File: config.mk
export PLATFORM = sky130hd
export DESIGN_NAME = wwdt_cfg_decode
export DESIGN_NICKNAME = d
export VERILOG_FILES = /design/src/rtl/wwdt_cfg_pkg.sv /design/src/rtl/wwdt_cfg_decode.sv
export VERILOG_INCLUDE_DIRS = /design/src /design/src/rtl
export SDC_FILE = /design/constraint.sdc
export NUM_CORES = 1
export LEC_CHECK = 0
export ABC_CLOCK_PERIOD_IN_PS = 7810
export BUFFER_PORTS_ARGS = -buffer_cell sky130_fd_sc_hd__buf_2
export CAP_MARGIN = 20
export CELL_PAD_IN_SITES_DETAIL_PLACEMENT = 0
export CELL_PAD_IN_SITES_GLOBAL_PLACEMENT = 1
export CORE_MARGIN = 2
export CORE_UTILIZATION = 40
export DETAILED_ROUTE_END_ITERATION = 10
export GPL_TIMING_DRIVEN = 0
export PLACE_DENSITY_LB_ADDON = 0.15
export RECOVER_POWER = 100
export SLEW_MARGIN = 20
export SYNTH_ARGS = -nofsm -noshare
export SYNTH_HDL_FRONTEND = slang
export SYNTH_SLANG_ARGS = --single-unit
File: constraint.sdc
create_clock -name clk_sys_i -period 7.81 [get_ports clk_sys_i]
set_input_delay 0.3905 -clock clk_sys_i [delete_from_list [all_inputs] [get_ports clk_sys_i]]
set_output_delay 0.3905 -clock clk_sys_i [all_outputs]
set_load 0.05 [all_outputs]
File: src/rtl/wwdt_cfg_defs.svh
// constants for the windowed watchdog configuration decode block
`ifndef WWDT_CFG_DEFS_SVH
`define WWDT_CFG_DEFS_SVH
`define ADDR_CFG_WORD     12'h000
`define ADDR_RUN_CTRL0    12'h004
`define ADDR_RUN_CTRL1    12'h008
`define ADDR_CLEAR        12'h00C
`define ADDR_COUNT        12'h010
`define ADDR_IRQ_STATUS   12'h014
`define ADDR_IRQ_MASK     12'h018
`define CFG_WORD_RESET    16'hFFFF
`define CFG_CCS_LSB       11
`define CFG_CWS_LSB       8
`define CFG_MODE_LSB      5
`define CFG_CPS_LSB       0
`define CTRL0_ENABLE_BIT  0
`define CTRL0_PS_LSB      1
`define PS_POR_VALUE      5'h0B
`define PS_SOFT_CODE      5'h1F
`define PS_MAX_CODE       5'h12
`define PS_EXP_OFFSET     5'h05
`define WIN_SOFT_MIN      3'h6
`define CLEAR_KEY         32'h0000_5A5A
`define CCS_SOFT          3'h7
`define CCS_XTAL          3'h2
`define CCS_MFINT         3'h1
`define CCS_LFINT         3'h0
`define FIN_KHZ_LF        310
`define FIN_KHZ_MF        3125
`define FIN_KHZ_XTAL      320
`define CLK_SYS_KHZ       250000
`define REF_DIV_DEFAULT   32'd8064
`endif

File: src/rtl/wwdt_cfg_pkg.sv
// types for the windowed watchdog configuration decode block
`default_nettype none
package wwdt_cfg_pkg;
  typedef enum logic [1:0] {
    MODE_OFF,
    MODE_SOFT,
    MODE_AWAKE,
    MODE_ALWAYS
  } wdt_mode_e;
  typedef logic [4:0] period_code_t;
endpackage
`default_nettype wire

File: src/rtl/wwdt_cfg_decode.sv
// windowed watchdog: configuration decode, counter, apb registers
`timescale 1ns/1ps
`default_nettype none
`include "wwdt_cfg_defs.svh"
// Notes on behaviour
// (RULE1) window codes 111/110 are fully open and soft-writable, lower codes close 25..87.5 percent, fixed, keyed.
// (RULE2) mode 11 runs always, sleep included, ignoring the software enable.
// (RULE3) mode 10 counts only while awake, holding during sleep, ignoring the software enable.
// (RULE4) mode 01 runs or stops from the software enable bit.
// (RULE5) mode 00 keeps the watchdog off whatever the software enable holds.
// (RULE6) period codes 0..18 divide by two to the (code+5), and code 19 divides by 32.
// (RULE7) period code 31 gives software the period, loaded with 01011 at reset; other codes fix it.
// (RULE8) the time-out lasts the divider ratio in reference clock cycles.
// (RULE9) the reference select picks software, crystal, mid or low internal oscillator; 011..110 reserved.
// (RULE10) a reset is raised at period end without a clear, or on a clear while the window is closed.
module wwdt_cfg_decode (
  // clock and reset
  input  wire logic                       clk_sys_i,
  input  wire logic                       reset_i,
  // configuration and core state
  input  wire logic [15:0]                cfg_word_i,
  input  wire logic                       sleep_i,
  // apb slave
  input  wire logic                       psel_i,
  input  wire logic                       penable_i,
  input  wire logic                       pwrite_i,
  input  wire logic [11:0]                paddr_i,
  input  wire logic [31:0]                pwdata_i,
  output logic      [31:0]                prdata_o,
  output logic                            pready_o,
  output logic                            pslverr_o,
  // watchdog results
  output logic                            wdt_reset_o,
  output logic                            irq_o,
  output wwdt_cfg_pkg::period_code_t      period_code_o
);
  import wwdt_cfg_pkg::*;

  typedef struct packed {
    logic [15:0]  cfg;
    logic         loaded;
    logic         soft_en;
    period_code_t ps;
    logic [2:0]   win;
    logic [2:0]   ccs_soft;
    logic [31:0]  refdiv;
    logic [23:0]  count;
    logic         wdt_reset;
    logic [1:0]   irq_status;
    logic [1:0]   irq_mask;
    logic [31:0]  rdata;
  } state_s;

  state_s state;
  state_s next_state;

  localparam int unsigned REF_DIV = `REF_DIV_DEFAULT;

  function automatic logic [4:0] div_exponent(input period_code_t c);
    if (c <= `PS_MAX_CODE) begin // RULE6
      div_exponent = c + `PS_EXP_OFFSET;
    end else begin
      div_exponent = `PS_EXP_OFFSET; // RULE6
    end
  endfunction

  function automatic logic [23:0] window_open_at(input logic [2:0] w, input logic [4:0] e);
    logic [26:0] full;
    full = 27'(1) << e;
    if (w >= `WIN_SOFT_MIN) begin // RULE1
      window_open_at = '0;
    end else begin
      window_open_at = 24'((full >> 3) * (27'(7) - 27'(w))); // RULE1
    end
  endfunction

  wdt_mode_e   mode;
  logic [2:0]  cfg_cws;
  logic [2:0]  cfg_ccs;
  logic [2:0]  ccs_eff;
  logic        ps_soft;
  logic        win_soft;
  logic        run;
  logic [4:0]  exp_now;
  logic [23:0] limit;
  logic        ref_tick;
  logic        access;
  logic        clr_hit;
  logic        clr_closed;
  logic        timeout;

  always_comb begin
    mode     = wdt_mode_e'(state.cfg[`CFG_MODE_LSB +: 2]);
    cfg_cws  = state.cfg[`CFG_CWS_LSB +: 3];
    cfg_ccs  = state.cfg[`CFG_CCS_LSB +: 3];
    ps_soft  = state.cfg[`CFG_CPS_LSB +: 5] == `PS_SOFT_CODE; // RULE7
    win_soft = cfg_cws >= `WIN_SOFT_MIN; // RULE1
    ccs_eff  = (cfg_ccs == `CCS_SOFT) ? state.ccs_soft : cfg_ccs; // RULE9
    unique case (mode)
      MODE_ALWAYS: run = 1'b1; // RULE2
      MODE_AWAKE:  run = !sleep_i; // RULE3
      MODE_SOFT:   run = state.soft_en; // RULE4
      MODE_OFF:    run = 1'b0; // RULE5
    endcase
    run      = run && state.loaded && (ccs_eff <= `CCS_XTAL); // RULE9
    exp_now  = div_exponent(state.ps);
    limit    = 24'((27'(1) << exp_now) - 27'(1));
    ref_tick = state.refdiv >= 32'(REF_DIV - 1);
    access   = psel_i && penable_i;
    clr_hit  = access && pwrite_i && paddr_i == `ADDR_CLEAR && pwdata_i == `CLEAR_KEY;
    clr_closed = clr_hit && run && state.count < window_open_at(state.win, exp_now);
    timeout  = run && ref_tick && state.count >= limit; // RULE8
  end

  always_comb begin
    next_state = state;
    if (!state.loaded) begin
      next_state.cfg    = cfg_word_i;
      next_state.loaded = 1'b1;
      next_state.ps     = (cfg_word_i[`CFG_CPS_LSB +: 5] == `PS_SOFT_CODE) ?
                          `PS_POR_VALUE : cfg_word_i[`CFG_CPS_LSB +: 5]; // RULE7
      next_state.win    = cfg_word_i[`CFG_CWS_LSB +: 3]; // RULE1
    end
    // reference clock enable, held while stopped so sleep suspends the count
    if (run) begin
      next_state.refdiv = ref_tick ? '0 : state.refdiv + 32'd1;
      if (ref_tick) begin
        next_state.count = timeout ? '0 : state.count + 24'd1; // RULE8
      end
    end
    if (clr_hit) begin
      next_state.count  = '0;
      next_state.refdiv = '0;
    end
    next_state.wdt_reset = timeout || clr_closed; // RULE10
    if (access && pwrite_i) begin
      unique case (paddr_i)
        `ADDR_RUN_CTRL0: begin
          next_state.soft_en = pwdata_i[`CTRL0_ENABLE_BIT]; // RULE4
          if (ps_soft) begin
            next_state.ps = pwdata_i[`CTRL0_PS_LSB +: 5]; // RULE7
          end
        end
        `ADDR_RUN_CTRL1: begin
          if (win_soft) begin
            next_state.win = pwdata_i[2:0]; // RULE1
          end
          next_state.ccs_soft = pwdata_i[6:4];
        end
        `ADDR_IRQ_MASK: next_state.irq_mask = pwdata_i[1:0];
        default: ;
      endcase
    end
    if (access && !pwrite_i && paddr_i == `ADDR_IRQ_STATUS) begin
      next_state.irq_status = '0;
    end
    // set wins over the read clear
    next_state.irq_status = next_state.irq_status | {clr_closed, timeout};
    next_state.rdata = '0;
    if (psel_i && !penable_i && !pwrite_i) begin
      unique case (paddr_i)
        `ADDR_CFG_WORD:   next_state.rdata = {16'h0000, state.cfg};
        `ADDR_RUN_CTRL0:  next_state.rdata = {26'h0, state.ps, state.soft_en};
        `ADDR_RUN_CTRL1:  next_state.rdata = {25'h0, state.ccs_soft, 1'b0, state.win};
        `ADDR_COUNT:      next_state.rdata = {8'h00, state.count};
        `ADDR_IRQ_STATUS: next_state.rdata = {30'h0, state.irq_status};
        `ADDR_IRQ_MASK:   next_state.rdata = {30'h0, state.irq_mask};
        default:          next_state.rdata = '0;
      endcase
    end
  end

  always_ff @(posedge clk_sys_i or posedge reset_i) begin
    if (reset_i) begin
      state <= '0;
    end else begin
      state <= next_state;
    end
  end

  // clear register is write-only; any other unmapped address errors
  always_comb begin
    pready_o  = 1'b1;
    pslverr_o = access && (paddr_i > `ADDR_IRQ_MASK || paddr_i[1:0] != 2'b00 ||
                (!pwrite_i && paddr_i == `ADDR_CLEAR));
  end

  assign prdata_o      = state.rdata;
  assign wdt_reset_o   = state.wdt_reset;
  assign irq_o         = |(state.irq_status & state.irq_mask);
  assign period_code_o = state.ps;
endmodule // wwdt_cfg_decode
`default_nettype wire

==> results of run 1 <==
[registers in the layout, summed over array words and instances, names as in the netlist]
signal / flops
state: 76
prdata_o: 24
period_code_o: 5
mode: 2
cfg_ccs: 3
wdt_reset_o: 1
cfg_cws: 3
[worst min-delay path by stage]
stage,end,slack (ns)
global placement,state[83]$_DFFE_PP0P_,0.49
floorplan,state[73]$_DFFE_PP0P_,0.46
global route,cfg_ccs[0]$_DFFE_PP0N_,0.21
detailed placement,state[94]$_DFFE_PP0P_,0.43
finish,cfg_ccs[2]$_DFFE_PP0N_,0.20
CTS,cfg_ccs[2]$_DFFE_PP0N_,0.20
[logic make-up (layout without fill, tap and decap cells)]
logic type / count (synthesis) / in the layout / synth area share
multiplexers: 40 / 40 / 0.0433
buffers and inverters: 188 / 319 / 0.0872
AO/OA/AOI/OAI: 219 / 219 / 0.145
other: 2 / 10 / 0.000762
XOR/XNOR: 35 / 35 / 0.0311
AND/OR/NAND/NOR: 464 / 464 / 0.239
adder cells (fa/ha/maj): 117 / 117 / 0.165
flip-flops: 114 / 114 / 0.290
[synth_stat cells (3+ instances only)]
master | number | share of area
a21o_1 | 20 | 0.015
a211oi_1 | 8 | 0.0061
o311ai_0 | 3 | 0.0027
clkbuf_1 | 40 | 0.015
fa_1 | 21 | 0.043
o21a_1 | 5 | 0.0038
xnor2_1 | 18 | 0.016
a21oi_1 | 47 | 0.024
buf_2 | 6 | 0.0030
xor2_1 | 17 | 0.015
ha_1 | 96 | 0.12
nand2_1 | 100 | 0.038
o31ai_1 | 3 | 0.0023
a31o_2 | 9 | 0.0080
mux2_2 | 21 | 0.024
or4_1 | 3 | 0.0023
nor2_1 | 129 | 0.049
or3_1 | 7 | 0.0044
nor2b_1 | 10 | 0.0063
nor4_1 | 25 | 0.016
and2_1 | 7 | 0.0044
a221oi_1 | 4 | 0.0036
nor4b_1 | 5 | 0.0044
a22oi_1 | 16 | 0.012
dfrtp_1 | 114 | 0.29
or2_2 | 17 | 0.011
a22o_1 | 10 | 0.0089
o211ai_1 | 5 | 0.0038
inv_1 | 98 | 0.037
a31oi_1 | 14 | 0.0089
a211o_1 | 5 | 0.0044
and3_1 | 38 | 0.024
nor3_1 | 27 | 0.014
nand2b_1 | 6 | 0.0038
o21ai_0 | 53 | 0.027
nand4_1 | 27 | 0.017
a41oi_1 | 3 | 0.0027
nor4bb_1 | 4 | 0.0041
mux2i_1 | 19 | 0.019
buf_4 | 39 | 0.030
buf_1 | 3 | 0.0011
and4_1 | 4 | 0.0036
nand3_1 | 41 | 0.021
[stage by stage]
step                      total power, mW  hold WS [ns]
after floorplan                     0.969         0.463
after global placement               1.10         0.487
after detailed placement             1.11         0.431
after CTS                            2.00         0.199
after global routing                 2.09         0.207
final                                1.99         0.204
[timing repair]
action                     CTS  global route
cloned                       0             0
buffers inserted             2             2
hold endpoints to repair    36             0
pin swaps                    2             4
setup endpoints to repair    2             2
hold buffers                 1             0
resized for setup           11            20
[per-layer routing]
layer  up-vias  GRT usage  wire [microns]
met4         0     0.0377             319
met1      4268      0.341           14300
met5         -          0               0
met3        36     0.0385            1680
li1       4385          -               -
met2       249      0.346           12600
[cell type report]
class	instances	area, sq um	area share
timing repair buffer	102	482	0.0420
buffer	86	477	0.0416
tap	324	405	0.0353
sequential	114	2850	0.249
clock inverter	10	206	0.0180
clock buffer	21	450	0.0393
inverter	100	380	0.0332
multi-input combinational	885	6220	0.542
[power by group]
| group | internal [mW] | switching [mW] |
|---|---|---|
| combinational | 0.160 | 0.296 |
| clock | 0.604 | 0.276 |
| sequential | 0.622 | 0.0378 |
[worst reg2reg max path: cells and delay by family (launching register included)]
family | cells | cell delay (ns)
buffers and inverters | 5 | 0.94
AO/OA/AOI/OAI | 10 | 2.32
AND/OR/NAND/NOR | 10 | 1.48
adder cells (fa/ha/maj) | 5 | 1.90
XOR/XNOR | 1 | 0.14
flip-flops | 1 | 0.38
==> reports/results.tsv, run 1 <==
stage	metric	value	unit
run_status	status	complete, but fails checks	
run_status	violated checks	max-capacitance violations, max-slew violations	
floorplanning	Die H	161	microns
routing	vias post-DR	8938	
finish	commonest non-fill, non-tap cell in the layout	nor2_1	
critical_path	CP Data Required Time	8.07	ns
finish	Final Util	0.473	
critical_path	Worst setup SP type	register	
clocking	Worst-path clk slew	0.06	ns
floorplanning	Ports	107	
place	detailed-placement wirelength estimate	22500	microns
critical_path	Worst Setup SP	period_code_o[0]$_DFF_PP0_	
floorplanning	Core Region	0.0242	sq mm
grt	total track usage	0.226	
critical_path	worst reg2reg path depth	31	
critical_path	Crit path max-delay family	compound AO/OA/AOI/OAI gates	
finish	n_diodes	0	
timing	Setup Skew	0.00963	ns
grt	total gr overflow	0	
timing	Hold Vio Cnt, Final	0	
logic_synthesis	sequential share of the synthesized area	0.290	
pwr	maximum VDD drop	0.000153	V
clocking	CTS H-tree lvls	4	
hold_path	HP Start	cfg_word_i[13]	
logic_synthesis	Post-synth top flop	dfrtp_1	
place	pre-CTS setup slack	-1.30	ns
finish	final-layout fill cell count	2473	
critical_path	CP Capture Point	wdt_reset_o$_DFF_PP0_	
logic_synthesis	fraction of registers with async set/reset	1.00	
logic_synthesis	mapped cell area	0.00985	sq mm
critical_path	r2r endpoint	wdt_reset_o$_DFF_PP0_	
finish	commonest cells after routing, fill and taps aside	nor2_1, dfrtp_1, nand2_1, inv_1, ha_1	
grt	first-pass GRT wire length	46300	microns
routing	drt first pass iters	8	
timing	Final period util	0.934	
job	max-cap violations	3	
critical_path	r2r startpoint	period_code_o[0]$_DFF_PP0_	
hold_path	Hold Crit Depth	2	
critical_path	crit path max fanout	10	
logic_synthesis	Synthesis Warnings	0	
routing	initial DRC count	626	
floorplanning	# rows	57	
timing	Tmin final	7.29	ns
finish	Nets	1489	
routing	Residual DRC	0	
floorplanning	initial core utilization	0.406	
floorplanning	DIE AREA	0.0259	sq mm
grt	largest net degree at the start of global routing	76	
hold_path	hold crit path type	in -> reg	
critical_path	worst path bufs/invs	5	
clocking	Num Clock Sinks	114	
timing	Fmax	137	MHz
finish	Final Non-Filler Cells	1642	
routing	final WL	28900	microns
routing	DRT antenna net count	0	
place	placed cell area	0.0108	sq mm
critical_path	reg2reg setup slack	0.52	ns
critical_path	CP Depth	31	
timing	setup TNS	0	ns
clocking	clk root buf	clkbuf_16	
pwr	static leakage	5.60	nW
critical_path	critical path type	reg -> reg	
routing	Via density	5.44	
place	number of port buffers	96	
finish	final instance area	0.0115	sq mm
logic_synthesis	post-synth cell types	65	
grt	antenna violations before repair	0	
clocking	clock buffer depth	2	
place	GPL Wtd Cong	0.882	
critical_path	crit path max-delay cell type	fa_1	
clocking	TritonCTS clock tree	done	
timing	final setup vio count	0	
critical_path	crit path DAT	7.56	ns
finish	share of cells above drive strength 1	0.158	
critical_path	Setup crit end kind	register	
pwr	power per cell area	174	mW/mm^2
logic_synthesis	mean post-synth cell area	8.36	sq um
critical_path	CP dominant cell by count	ha_1	
finish	Area Overhead vs Synth	16.4	%
critical_path	CP peak stage delay	0.54	ns
timing	RSZ-0062 raised after global routing	false	
timing	Least-Margin Pin Slew	3.92	ns
logic_synthesis	Post-Syn Instances	1179	
place	Cells after DPL	1608	
clocking	clk_lat worst skew	0.42	ns
grt	vias in the first global route	8425	
timing	worst setup margin	0.516	ns
floorplanning	die width	161	microns
logic_synthesis	Post-synth EDFFs	0	
clocking	TritonCTS Buffers	17	
timing	Slew headroom	-1.61	
timing	count of pins over their slew limit	124	
routing	Avg WL per Cell	17.6	microns
logic_synthesis	Yosys reg bits	114	
No activity file was read; power rests on OpenSTA's default activity.
==> inputs of run 2 (changes only) <==
==> constraint.sdc (replaced) <==
create_clock -name clk_sys_i -period 7.81 [get_ports clk_sys_i]
set_input_delay 1.562 -clock clk_sys_i [delete_from_list [all_inputs] [get_ports clk_sys_i]]
set_output_delay 1.562 -clock clk_sys_i [all_outputs]
set_load 0.05 [all_outputs]
==> reports/results.tsv, run 2 (synthesis results as in run 1) <==
stage	metric	value	unit	change
job	max-cap violations	3		unchanged
finish	Nets	1488		-0.067%
place	detailed-placement wirelength estimate	22500	microns	unchanged
critical_path	crit path max-delay cell type	fa_1		
finish	register area	0.00285	sq mm	unchanged
clocking	clk root buf	clkbuf_16		
floorplanning	die width	161	microns	unchanged
critical_path	CP dominant cell by count	ha_1		
clocking	clk_lat worst skew	0.42	ns	about the same
floorplanning	Ports	107		unchanged
routing	Via density	5.45		about the same
clocking	CTS H-tree lvls	4		unchanged
floorplanning	DIE AREA	0.0259	sq mm	unchanged
critical_path	r2r startpoint	period_code_o[0]$_DFF_PP0_		
critical_path	worst reg2reg path depth	31		unchanged
clocking	TritonCTS clock tree	done		
timing	RSZ-0062 raised after global routing	false		
critical_path	critical path type	reg -> reg		
grt	total track usage	0.226		about the same
finish	Area Overhead vs Synth	16.3	%	about the same
timing	WHS	0.500	ns	+0.296 ns
finish	Top reg by flops	state		
grt	vias in the first global route	8419		-0.071%
hold_path	Hold Path End	state[83]$_DFFE_PP0P_		
timing	final setup vio count	0		unchanged
clocking	clock buffer depth	2		unchanged
routing	DRT antenna net count	0		unchanged
critical_path	reg2reg setup slack	0.44	ns	-0.08 ns
timing	Slew headroom	-1.61		+0.00236
grt	total gr overflow	0		unchanged
place	number of port buffers	96		unchanged
critical_path	CP Data Required Time	8.06	ns	about the same
critical_path	crit path DAT	7.62	ns	+0.06 ns
routing	drt first pass iters	5		-3
grt	antenna violations before repair	0		unchanged
finish	commonest cells after routing, fill and taps aside	nor2_1, dfrtp_1, nand2_1, inv_1, ha_1		
clocking	TritonCTS Buffers	17		unchanged
timing	Least-Margin Pin Slew	3.92	ns	-0.00355 ns
run_status	status	complete, but fails checks		
clocking	Worst-path clk slew	0.06	ns	about the same
floorplanning	Die H	161	microns	unchanged
routing	final WL	28900	microns	about the same
hold_path	hold crit path type	reg -> reg		
critical_path	CP peak stage delay	0.54	ns	about the same
pwr	maximum VDD drop	0.000151	V	-1.7%
routing	vias post-DR	8937		-0.011%
critical_path	Setup crit end kind	register		
timing	Setup Skew	0.0115	ns	+0.00183 ns
routing	initial DRC count	658		+5.1%
timing	Hold Vio Cnt, Final	0		unchanged
finish	Multi-input gate area	0.00622	sq mm	unchanged
floorplanning	Core Region	0.0242	sq mm	unchanged
run_status	violated checks	max-capacitance violations, max-slew violations		
timing	Tmin final	7.37	ns	+0.0751 ns
finish	share of cells above drive strength 1	0.158		about the same
routing	Residual DRC	0		unchanged
place	GPL Wtd Cong	0.882		unchanged
pwr	static leakage	5.60	nW	about the same
finish	Final Non-Filler Cells	1641		-0.061%
finish	final-layout fill cell count	2474		+0.040%
floorplanning	# rows	57		unchanged
timing	Final period util	0.944		+0.00961
critical_path	r2r endpoint	wdt_reset_o$_DFF_PP0_		
critical_path	crit path max fanout	10		unchanged
floorplanning	initial core utilization	0.406		unchanged
finish	commonest non-fill, non-tap cell in the layout	nor2_1		
finish	n_diodes	0		unchanged
critical_path	Worst setup SP type	register		
hold_path	HP Start	state[83]$_DFFE_PP0P_		
grt	largest net degree at the start of global routing	76		unchanged
grt	first-pass GRT wire length	46300	microns	about the same
finish	number of flip-flops under the largest register name	76		unchanged
place	Cells after DPL	1608		unchanged
routing	Avg WL per Cell	17.6	microns	about the same
pwr	power per cell area	174	mW/mm^2	about the same
timing	Fmax	136	MHz	-1.0%
clocking	Num Clock Sinks	114		unchanged
timing	count of pins over their slew limit	124		unchanged
hold_path	Hold Crit Depth	1		-1
## run 2: cell count changes in the layout (fill, tap and decap cells not counted)
| cell | delta |
|---|---|
| dlygate4sd3_1 | -1 |
## run 2: through the flow
step	util	total power, mW	cell area, sq um	TNS [ns]	setup slack, ns
after floorplan	-	0.969	9880	0	1.34
after global placement	0.444	1.10	10800	-2.27	-1.19
after detailed placement	0.445	1.11	10800	-2.49	-1.30
after CTS	0.475	2.00	11500	0	0.000756
after global routing	0.473	2.09	11500	0	0.0103
final	0.473	1.99	11500	0	0.441
## run 2: how the worst max path moves through the flow
stage | start | endpoint | slack, ns | cells past startpoint
after floorplan | period_code_o[0]$_DFF_PP0_ | wdt_reset_o$_DFF_PP0_ | 1.34 | 27
after global placement | period_code_o[0]$_DFF_PP0_ | wdt_reset_o$_DFF_PP0_ | -1.19 | 31
after detailed placement | period_code_o[0]$_DFF_PP0_ | wdt_reset_o$_DFF_PP0_ | -1.30 | 31
after CTS | period_code_o[0]$_DFF_PP0_ | wdt_reset_o$_DFF_PP0_ | 0.0008 | 31
after global routing | period_code_o[0]$_DFF_PP0_ | wdt_reset_o$_DFF_PP0_ | 0.01 | 32
final | period_code_o[0]$_DFF_PP0_ | wdt_reset_o$_DFF_PP0_ | 0.44 | 31
## run 2: worst max-delay path, delay by kind of cell (launching register included)
| family | cells | cell delay [ns] |
|---|---|---|
| AO/OA/AOI/OAI | 10 | 2.37 |
| XOR/XNOR | 1 | 0.14 |
| adder cells (fa/ha/maj) | 5 | 1.89 |
| buffers and inverters | 5 | 0.95 |
| flip-flops | 1 | 0.38 |
| AND/OR/NAND/NOR | 10 | 1.51 |
## run 2: report_power, final
group          internal, mW  total (mW)  leakage [nW]  switching (mW)
logic                 0.159       0.455          3.75           0.296
registers             0.622       0.660          1.52          0.0380
clock network         0.604       0.877         0.317           0.273
total                  1.38        1.99          5.60           0.607
## run 2: what timing repair did
| item | in CTS | in global routing |
|---|---|---|
| endpoints found under the setup margin | 2 | 2 |
| hold buffers | 0 | 0 |
| gates resized for setup | 11 | 20 |
| pin swaps | 2 | 4 |
| hold endpoints to repair | 0 | 0 |
| buffers inserted | 2 | 2 |
## run 2: layout make-up
type / count / share of cell area
clock inverters: 10 / 0.0180
flip-flops and latches: 114 / 0.249
well taps: 324 / 0.0354
clock buffers: 21 / 0.0393
inverters: 100 / 0.0332
plain buffers: 86 / 0.0416
repair buffers: 101 / 0.0412
multi-input cells: 885 / 0.542
## run 2: layer usage
metal | global-route usage | routed length (microns)
met5 | 0 | 0
met4 | 0.0377 | 286
met3 | 0.0385 | 1740
met2 | 0.345 | 12600
met1 | 0.341 | 14300
